[config.mk]
export PLATFORM = sky130hd
export DESIGN_NAME = memclk_outputs
export DESIGN_NICKNAME = d
export VERILOG_FILES = /design/src/verilog/clock_gate_divider.v /design/src/verilog/memclk_outputs.v
export VERILOG_INCLUDE_DIRS = /design/src /design/src/verilog
export SDC_FILE = /design/constraint.sdc
export NUM_CORES = 1
export LEC_CHECK = 0
export ABC_AREA = 1
export ABC_CLOCK_PERIOD_IN_PS = 1800
export BUFFER_PORTS_ARGS = -buffer_cell sky130_fd_sc_hd__clkbuf_2
export CAP_MARGIN = 20
export CORE_MARGIN = 5
export CORE_UTILIZATION = 52
export CTS_CLUSTER_SIZE = 24
export DETAILED_ROUTE_END_ITERATION = 8
export GPL_TIMING_DRIVEN = 1
export PLACE_DENSITY = 0.78
export SYNTH_ARGS = -nofsm -noshare
export SYNTH_HDL_FRONTEND = slang
export SYNTH_HIERARCHICAL = 1
export SYNTH_SLANG_ARGS = --single-unit
[constraint.sdc]
create_clock -name i_clk -period 1.8 [get_ports i_clk]
set_clock_uncertainty 0.1 [all_clocks]
set_input_delay 0.27 -clock i_clk [delete_from_list [all_inputs] [get_ports i_clk]]
set_output_delay 0.27 -clock i_clk [all_outputs]
set_load 0.05 [all_outputs]
[src/verilog/memclk_consts.vh]
/*
 * Constants for the memory interface clock output block: register offsets,
 * field positions, encodings and reset values.
 * Assumes it is included by bare name from the design files.
 */
`ifndef MEMCLK_CONSTS_VH
`define MEMCLK_CONSTS_VH

// ----------------------------------------------------------------------
// Register offsets
// ----------------------------------------------------------------------
`define MEMCLK_ADDR_W           4
`define MEMCLK_DATA_W           16
`define OFS_GLOBAL_CONTROL_ONE  4'h0
`define OFS_GLOBAL_CONTROL_TWO  4'h1
`define OFS_CLOCK_STATUS        4'h2

// ----------------------------------------------------------------------
// Field positions
// ----------------------------------------------------------------------
`define CTL1_MODE_LSB           0
`define CTL1_HOLD_TRI_BIT       2
`define CTL2_FACTOR_LSB         0
`define CTL2_MODE_LSB           2
`define CTL2_HOLD_TRI_BIT       4
`define STAT_SOURCE_BIT         0
`define STAT_STRAP_BIT          1
`define STAT_HOLD_BIT           2
`define STAT_OFF_BIT            3
`define STAT_ACK_BIT            4
`define STAT_PRI_OE_BIT         5
`define STAT_DIV_OE_BIT         6

// ----------------------------------------------------------------------
// Encodings
// ----------------------------------------------------------------------
`define MODE_RUN                2'h0
`define MODE_LOW                2'h1
`define MODE_HIZ                2'h2
`define FACTOR_DIV1             2'h0
`define FACTOR_DIV2             2'h1
`define FACTOR_DIV4             2'h2

// ----------------------------------------------------------------------
// Reset values
// ----------------------------------------------------------------------
`define HOLD_TRI_RESET          1'h0
`define RDATA_RESET             16'h0000

`endif

[src/verilog/clock_gate_divider.v]
/*
 * Divides a sampled clock level by 1, 2 or 4 and gates it low or off.
 * Assumes i_src_level is already synchronised to i_clk. Factor and mode
 * requests are adopted while every divided phase is low, and in the first reset cycle.
 */
`timescale 1ns/1ps
`default_nettype none
`include "memclk_consts.vh"

module clock_gate_divider (
    input  wire       i_clk,
    input  wire       i_resetn,
    input  wire       i_src_level,
    input  wire [1:0] i_factor,
    input  wire [1:0] i_mode,
    output reg        o_clk,
    output reg        o_oe
);
    reg       src_prev;
    reg       in_reset;
    reg [1:0] count;
    reg [1:0] factor;
    reg [1:0] mode;
    wire      rise;
    wire      fall;

    assign rise = i_src_level & ~src_prev;
    assign fall = ~i_src_level & src_prev;

    // ------------------------------------------------------------------
    // Divider state
    // ------------------------------------------------------------------
    // The divider keeps running through reset; only the first reset
    // cycle clears it, so the output can toggle while reset is held.
    always @(posedge i_clk) begin
        src_prev <= i_src_level;
        in_reset <= ~i_resetn;
        if (i_resetn || in_reset) begin
            if (rise)
                count <= count + 2'h1;
            // Falling edge with count zero: every phase is low here
            if (fall && count == 2'h0) begin
                factor <= i_factor;
                mode   <= i_mode;
            end
        end else begin
            count  <= 2'h0;
            factor <= i_factor;
            mode   <= i_mode;
        end
    end

    // ------------------------------------------------------------------
    // Output stage
    // ------------------------------------------------------------------
    always @(posedge i_clk) begin
        o_oe <= (mode == `MODE_RUN) || (mode == `MODE_LOW);
        if (mode != `MODE_RUN)
            o_clk <= 1'b0;
        else if (factor == `FACTOR_DIV1)
            o_clk <= i_src_level;
        else if (factor == `FACTOR_DIV2)
            o_clk <= count[0];
        else
            o_clk <= count[1];
    end
endmodule

`default_nettype wire

[src/verilog/memclk_outputs.v]
/*
 * Memory interface clock outputs: source selection, primary and divided
 * memory clock outputs, boot strap capture and bus-hold acknowledge.
 * Assumes both clock sources and all pins are slow against i_clk, so that
 * sampling them gives their level; register port is a plain strobe port.
 */
// How it works
// - Source select low picks internal, high external clock; primary uses external until the first control one write
// - Primary forwards clock, or low, or off
// - Primary is off while reset is held
// - After reset primary off for straps 0,0
// - Divided output runs at clock over 1, 2, 4
// - Divided output can be forced low or off
// - Divided output runs at quarter rate in reset
// - After reset divided output set by both straps
// - Hold tristate clear keeps output clocking in hold
// - Hold tristate set turns output off in hold
// - Both outputs off in emulation off mode
// - Strap high in reset enables memory pin function
// - Acknowledge hold in the same cycle tristating outputs go off
`timescale 1ns/1ps
`default_nettype none
`include "memclk_consts.vh"

module memclk_outputs (
    input  wire                        i_clk,
    input  wire                        i_resetn,
    input  wire                        i_ext_mem_clock_in,
    input  wire                        i_internal_system_clock_three,
    input  wire                        i_mem_clock_source_select,
    input  wire                        i_boot_function_strap,
    input  wire                        i_bus_hold_request,
    input  wire                        i_test_resetn,
    input  wire                        i_emulation_pin_zero,
    input  wire                        i_emulation_pin_one_off,
    input  wire [`MEMCLK_ADDR_W-1:0]   i_addr,
    input  wire [`MEMCLK_DATA_W-1:0]   i_wdata,
    input  wire                        i_wstrobe,
    input  wire                        i_rstrobe,
    output reg  [`MEMCLK_DATA_W-1:0]   o_rdata,
    output reg                         o_mem_clock_out_primary,
    output reg                         o_mem_clock_out_primary_oe,
    output reg                         o_mem_clock_out_divided,
    output reg                         o_mem_clock_out_divided_oe,
    output reg                         o_bus_hold_acknowledge,
    output reg                         o_bus_hold_acknowledge_oe,
    output reg                         o_mem_function_enable
);
    // ------------------------------------------------------------------
    // Pin synchronisers
    // ------------------------------------------------------------------
    // Bit order: ext clk, int clk, source select, strap, hold, trst, emulation_pin_zero,
    // emu1. Stage one feeds stage two only.
    reg  [7:0] sync_one;
    reg  [7:0] sync_two;
    wire       ext_level;
    wire       int_level;
    wire       sel_level;
    wire       strap_level;
    wire       hold_level;
    wire       trst_level;
    wire       emulation_pin_zero_level;
    wire       emu1_level;

    always @(posedge i_clk) begin
        sync_one <= {i_emulation_pin_one_off, i_emulation_pin_zero, i_test_resetn,
                     i_bus_hold_request, i_boot_function_strap,
                     i_mem_clock_source_select, i_internal_system_clock_three,
                     i_ext_mem_clock_in};
        sync_two <= sync_one;
    end

    assign ext_level   = sync_two[0];
    assign int_level   = sync_two[1];
    assign sel_level   = sync_two[2];
    assign strap_level = sync_two[3];
    assign hold_level  = sync_two[4];
    assign trst_level  = sync_two[5];
    assign emulation_pin_zero_level  = sync_two[6];
    assign emu1_level  = sync_two[7];

    // ------------------------------------------------------------------
    // Strap capture
    // ------------------------------------------------------------------
    // Straps follow the pins while reset is low and freeze at release.
    reg source_select;
    reg function_strap;

    always @(posedge i_clk) begin
        if (!i_resetn) begin
            source_select  <= sel_level;
            function_strap <= strap_level;
        end
    end

    // ------------------------------------------------------------------
    // Control registers
    // ------------------------------------------------------------------
    reg  [1:0] primary_mode;
    reg        primary_hold_tri;
    reg  [1:0] divided_factor;
    reg  [1:0] divided_mode;
    reg        divided_hold_tri;
    reg        primary_boot_ext;
    wire       wr_ctl1;
    wire       wr_ctl2;

    // Write strobe aimed at one register offset
    function write_hit;
        input                      strobe;
        input [`MEMCLK_ADDR_W-1:0] addr;
        input [`MEMCLK_ADDR_W-1:0] ofs;
        begin
            write_hit = strobe && (addr == ofs);
        end
    endfunction

    assign wr_ctl1 = write_hit(i_wstrobe, i_addr, `OFS_GLOBAL_CONTROL_ONE);
    assign wr_ctl2 = write_hit(i_wstrobe, i_addr, `OFS_GLOBAL_CONTROL_TWO);

    // Mode reset values come from the straps so the first cycle after release
    // already shows the boot behaviour.
    always @(posedge i_clk) begin
        if (!i_resetn) begin
            primary_hold_tri <= `HOLD_TRI_RESET;
            divided_hold_tri <= `HOLD_TRI_RESET;
            divided_factor   <= `FACTOR_DIV4;
            primary_boot_ext <= 1'b1;
            if (!strap_level && !sel_level) begin
                primary_mode <= `MODE_HIZ;
                divided_mode <= `MODE_LOW;
            end else begin
                primary_mode <= `MODE_RUN;
                divided_mode <= `MODE_RUN;
            end
        end else begin
            if (wr_ctl1) begin
                primary_mode     <= i_wdata[`CTL1_MODE_LSB +: 2];
                primary_hold_tri <= i_wdata[`CTL1_HOLD_TRI_BIT];
                primary_boot_ext <= 1'b0;
            end
            if (wr_ctl2) begin
                divided_factor   <= i_wdata[`CTL2_FACTOR_LSB +: 2];
                divided_mode     <= i_wdata[`CTL2_MODE_LSB +: 2];
                divided_hold_tri <= i_wdata[`CTL2_HOLD_TRI_BIT];
            end
        end
    end

    // ------------------------------------------------------------------
    // Clock source and output generation
    // ------------------------------------------------------------------
    // Straps are live during reset so the divided output already follows
    // the pin-selected source there.
    wire       sel_now;
    wire       selected_level;
    wire       primary_src;
    wire [1:0] primary_req_mode;
    wire [1:0] divided_req_factor;
    wire [1:0] divided_req_mode;
    wire       primary_div_clk;
    wire       primary_div_oe;
    wire       divided_div_clk;
    wire       divided_div_oe;

    assign sel_now        = i_resetn ? source_select : sel_level;
    assign selected_level = sel_now ? ext_level : int_level;
    // Boot phase forwards the external clock until software rewrites the
    // primary control; the source swap at that write is not phase aligned.
    assign primary_src    = primary_boot_ext ? ext_level : selected_level;

    assign primary_req_mode   = i_resetn ? primary_mode : `MODE_HIZ;
    assign divided_req_factor = i_resetn ? divided_factor : `FACTOR_DIV4;
    assign divided_req_mode   = i_resetn ? divided_mode : `MODE_RUN;

    clock_gate_divider u_primary (
        .i_clk       (i_clk),
        .i_resetn    (i_resetn),
        .i_src_level (primary_src),
        .i_factor    (`FACTOR_DIV1),
        .i_mode      (primary_req_mode),
        .o_clk       (primary_div_clk),
        .o_oe        (primary_div_oe)
    );

    clock_gate_divider u_divided (
        .i_clk       (i_clk),
        .i_resetn    (i_resetn),
        .i_src_level (selected_level),
        .i_factor    (divided_req_factor),
        .i_mode      (divided_req_mode),
        .o_clk       (divided_div_clk),
        .o_oe        (divided_div_oe)
    );

    // ------------------------------------------------------------------
    // Hold and off mode
    // ------------------------------------------------------------------
    wire hold_active;
    wire off_mode;
    wire primary_oe_next;
    wire divided_oe_next;

    assign hold_active = i_resetn && function_strap && hold_level;
    assign off_mode    = !trst_level && emulation_pin_zero_level && !emu1_level;

    // Same drive rule for both pins: off mode or a tristating hold wins
    function keep_driving;
        input div_oe;
        input tri_in_hold;
        input off;
        input hold;
        begin
            keep_driving = div_oe && !off && !(hold && tri_in_hold);
        end
    endfunction

    // Disabling the driver needs no clock alignment, so these act at once.
    assign primary_oe_next = i_resetn
                             && keep_driving(primary_div_oe, primary_hold_tri,
                                             off_mode, hold_active);
    assign divided_oe_next = keep_driving(divided_div_oe, divided_hold_tri,
                                          off_mode, hold_active);

    // ------------------------------------------------------------------
    // Re-enable alignment
    // ------------------------------------------------------------------
    // A driver that comes back from hold or off mode inside a high phase
    // would start with a runt, so the value waits for a low phase first.
    // Limitation: the first cycle after re-enable is always low.
    reg primary_armed;
    reg divided_armed;

    always @(posedge i_clk) begin
        primary_armed <= primary_oe_next && (primary_armed || !primary_div_clk);
        divided_armed <= divided_oe_next && (divided_armed || !divided_div_clk);
    end

    always @(posedge i_clk) begin
        o_mem_clock_out_primary    <= primary_div_clk & primary_oe_next & primary_armed;
        o_mem_clock_out_primary_oe <= primary_oe_next;
        o_mem_clock_out_divided    <= divided_div_clk & divided_oe_next & divided_armed;
        o_mem_clock_out_divided_oe <= divided_oe_next;
    end

    // ------------------------------------------------------------------
    // Hold acknowledge and pin function
    // ------------------------------------------------------------------
    // Acknowledge is registered from hold_active like the clock pin enables,
    // so pins set to go off in hold are released in the same cycle.
    always @(posedge i_clk) begin
        if (!i_resetn) begin
            o_bus_hold_acknowledge    <= 1'b0;
            o_bus_hold_acknowledge_oe <= 1'b0;
            o_mem_function_enable     <= 1'b0;
        end else begin
            o_bus_hold_acknowledge    <= hold_active;
            o_bus_hold_acknowledge_oe <= function_strap;
            o_mem_function_enable     <= function_strap;
        end
    end

    // ------------------------------------------------------------------
    // Register read
    // ------------------------------------------------------------------
    reg [`MEMCLK_DATA_W-1:0] next_rdata;

    always @* begin
        next_rdata = `RDATA_RESET;
        case (i_addr)
            `OFS_GLOBAL_CONTROL_ONE: begin
                next_rdata[`CTL1_MODE_LSB +: 2]  = primary_mode;
                next_rdata[`CTL1_HOLD_TRI_BIT]   = primary_hold_tri;
            end
            `OFS_GLOBAL_CONTROL_TWO: begin
                next_rdata[`CTL2_FACTOR_LSB +: 2] = divided_factor;
                next_rdata[`CTL2_MODE_LSB +: 2]   = divided_mode;
                next_rdata[`CTL2_HOLD_TRI_BIT]    = divided_hold_tri;
            end
            `OFS_CLOCK_STATUS: begin
                next_rdata[`STAT_SOURCE_BIT] = source_select;
                next_rdata[`STAT_STRAP_BIT]  = function_strap;
                next_rdata[`STAT_HOLD_BIT]   = hold_active;
                next_rdata[`STAT_OFF_BIT]    = off_mode;
                next_rdata[`STAT_ACK_BIT]    = o_bus_hold_acknowledge;
                next_rdata[`STAT_PRI_OE_BIT] = o_mem_clock_out_primary_oe;
                next_rdata[`STAT_DIV_OE_BIT] = o_mem_clock_out_divided_oe;
            end
            default: next_rdata = `RDATA_RESET;
        endcase
    end

    always @(posedge i_clk) begin
        if (!i_resetn)
            o_rdata <= `RDATA_RESET;
        else if (i_rstrobe)
            o_rdata <= next_rdata;
        else
            o_rdata <= `RDATA_RESET;
    end
endmodule

`default_nettype wire

==> run_results.csv <==
group,metric,value,unit
die,coreArea,4290,um2
job,drv_cap,0,
clock_network,htreeDepth,3,
clock_network,clock_sinks,62,
timing,hold_violations,0,
synth,yosysWarnings,6,
setup_path,r2r_cells,9,
drt,drt-pass1-iter-count,4,
setup_path,crit_type,"flop to flop",
timing,fin_crit,1.51,ns
synth,synthCells,252,
drt,wirelength,3.60,mm
cells_and_area,drive_above_1_share,0.217,
synth,avgSynthCellArea,8.95,um2
drt,wl_per_cell,9.96,um
die,num_rows,24,
clock_network,clk_pin_slew,0.06,ns
cells_and_area,fin_cells,361,
drt,drc,0,
power_and_ir_drop,p_leak,1.41,nW
die,die_h,75.8,um
timing,fmax,660,MHz
min_path,holdCritPathClass,"input pin to flop",
global_routing,antenna_found_initial,0,
synth,synth_seq_cells,62,
global_routing,grt_use_total,0.150,
timing,drv_slew,0,
cells_and_area,fin_nets,338,
clock_network,clock-root-buffer,"clkbuf_8",
die,dieWidth,75.8,um
timing,fin_crit_sh,0.841,
clock_network,cts_tree,"done",
cells_and_area,final_common_cell,"nand2_1",
setup_path,reg2reg_from,"source_select",
setup_path,r2r-end,"u_primary/factor[1]",
min_path,hp-start,"i_wdata[4]",
setup_path,critPathMaxFanout,4,
drt,drt-initial-drc-count,53,
setup_path,crit_path_end_kind,"flop",
placed_design,portBuffers,34,
clock_network,cts_setup_buffers,0,
run_status,status,"completed",
global_routing,first_global_vias,1523,
global_routing,grt_pass1_wl,6.25,mm
setup_path,cp_data_arrival_time,1.43,ns
die,start_util,0.525,
placed_design,place_inst,337,
setup_path,reg2reg_slack,0.29,ns
clock_network,numCtsBuffers,9,
drt,via_count,1583,
synth,synthDistinctLibCells,23,
cells_and_area,final_cell_mix,"51 x nand2_1, 49 x dfxtp_1, 41 x inv_1",
synth,synth-seq-area-share,0.608,
cells_and_area,diodes,0,
setup_path,crit_path_start_kind,"flop",
timing,tns,0,ns
global_routing,gr-total-overflow,0,
global_routing,grt_max_degree,24,
cells_and_area,area_growth_syn_to_layout,19.9,%
setup_path,crit_required,1.72,ns
timing,setup_slack,0.286,ns
placed_design,pre_cts_ws,0.141,ns
timing,setup_violations,0,
drt,ant_nets,0,
synth,syn_area,2250,um2
placed_design,gp_congestion,0.861,
min_path,hold_depth,3,
clock_network,clk_latency,0.32,ns
die,io-pin-count,55,
drt,avgViaCountPerCell,4.39,
power_and_ir_drop,p_per_area,1080,nW/um2
min_path,hold-path-endpoint,"divided_hold_tri",
timing,rsz0062_at_grt,"false",
placed_design,dp_hpwl,2.68,mm
die,dieArea,5750,um2
clock_network,cts_max_path_buffers,2,
power_and_ir_drop,ir_drop,0.652,mV
kinds of logic after synthesis:
kind of cell | synth area share
buf+inv | 0.119
flops | 0.608
fa+ha+maj | 0.0111
other cells | 0.00166
compound gates | 0.00887
simple gates | 0.251
critical path, cell delays in order, from the launching register on:
cell and delay, ns:
dfxtp_1 0.35, nand2_1 0.08, nand2_1 0.08, nand2_1 0.06, nand2_1 0.05, o21ai_0 0.06
buf_4 0.15, inv_2 0.07, nand3_1 0.06, nand2_1 0.15
report_power, final:
| group | switching, mW | leakage, nW | internal (mW) | total [mW] |
|---|---|---|---|---|
| sequential | 0.0484 | 0.531 | 1.52 | 1.57 |
| clock | 0.476 | 0.0950 | 0.574 | 1.05 |
| combinational | 0.208 | 0.785 | 0.103 | 0.310 |
| total | 0.732 | 1.41 | 2.20 | 2.93 |
cell type report:
cell class | instances | area (um2)
inverters | 46 | 173
repair buffers | 44 | 265
clock inverters | 4 | 20.0
fillers | 370 | 1590
flip-flops and latches | 62 | 1370
multi-input cells | 141 | 653
clock buffers | 12 | 156
well taps | 52 | 65.1
cell usage after synthesis:
cell type	count	area, um2
a21oi_1	1	5.00
edfxtp_1	13	390
nor2_1	30	113
or2_1	2	12.5
or2_2	2	12.5
inv_1	41	154
o21ai_0	3	15.0
conb_1	1	3.75
buf_2	1	5.00
ha_1	2	25.0
nand4_1	5	31.3
buf_4	12	90.1
nand3b_1	1	7.51
and3_2	1	7.51
nor2_4	3	33.8
inv_2	5	18.8
nand3_1	22	110
nor2_2	4	25.0
and2_1	1	6.26
nand3_2	1	10.0
nand2_2	1	6.26
nand2_1	51	191
dfxtp_1	49	981
per-stage QoR:
stage | util | power, mW | hold WS, ns | cell area, um2
floorplan | - | 1.83 | 0.198 | 2290
global route | 0.630 | 3.10 | 0.0745 | 2700
finish | 0.630 | 2.93 | 0.0777 | 2700
CTS | 0.630 | 2.96 | 0.0645 | 2700
global placement | 0.570 | 1.89 | 0.210 | 2450
detailed placement | 0.570 | 1.90 | 0.213 | 2450
flip-flops by register name, indices dropped and copies added (netlist names), 2 cells and up:
signal / cells
sync_one: 8
sync_two: 8
o_rdata: 7
divided_factor: 2
divided_mode: 2
primary_mode: 2
u_divided/count: 2
u_divided/factor: 2
u_divided/mode: 2
u_primary/count: 2
u_primary/factor: 2
u_primary/mode: 2
what timing repair did:
item / 4_1_cts / 5_1_grt
endpoints found under the hold margin: 8 / 0
gates resized for setup: 0 / 0
setup endpoints to repair: 0 / 0
hold buffers: 8 / 0
how the worst max path moves through the flow:
| stage | to | cells past startpoint | start |
|---|---|---|---|
| finish | u_primary/factor[1] | 9 | source_select |
| global route | u_primary/mode[1] | 9 | source_select |
| CTS | u_primary/factor[1] | 9 | source_select |
| detailed placement | u_primary/mode[1] | 11 | i_resetn |
| global placement | u_primary/mode[0] | 11 | i_resetn |
| floorplan | u_primary/factor[0] | 9 | i_resetn |
per-layer routing:
metal	GRT usage	routed length [um]	vias to the layer above
met3	0.0515	234	8
met4	0.0913	82	0
met1	0.171	1520	690
met2	0.242	1760	36
li1	-	-	849
met5	0	0	-
(Power assumes the default switching activity.)
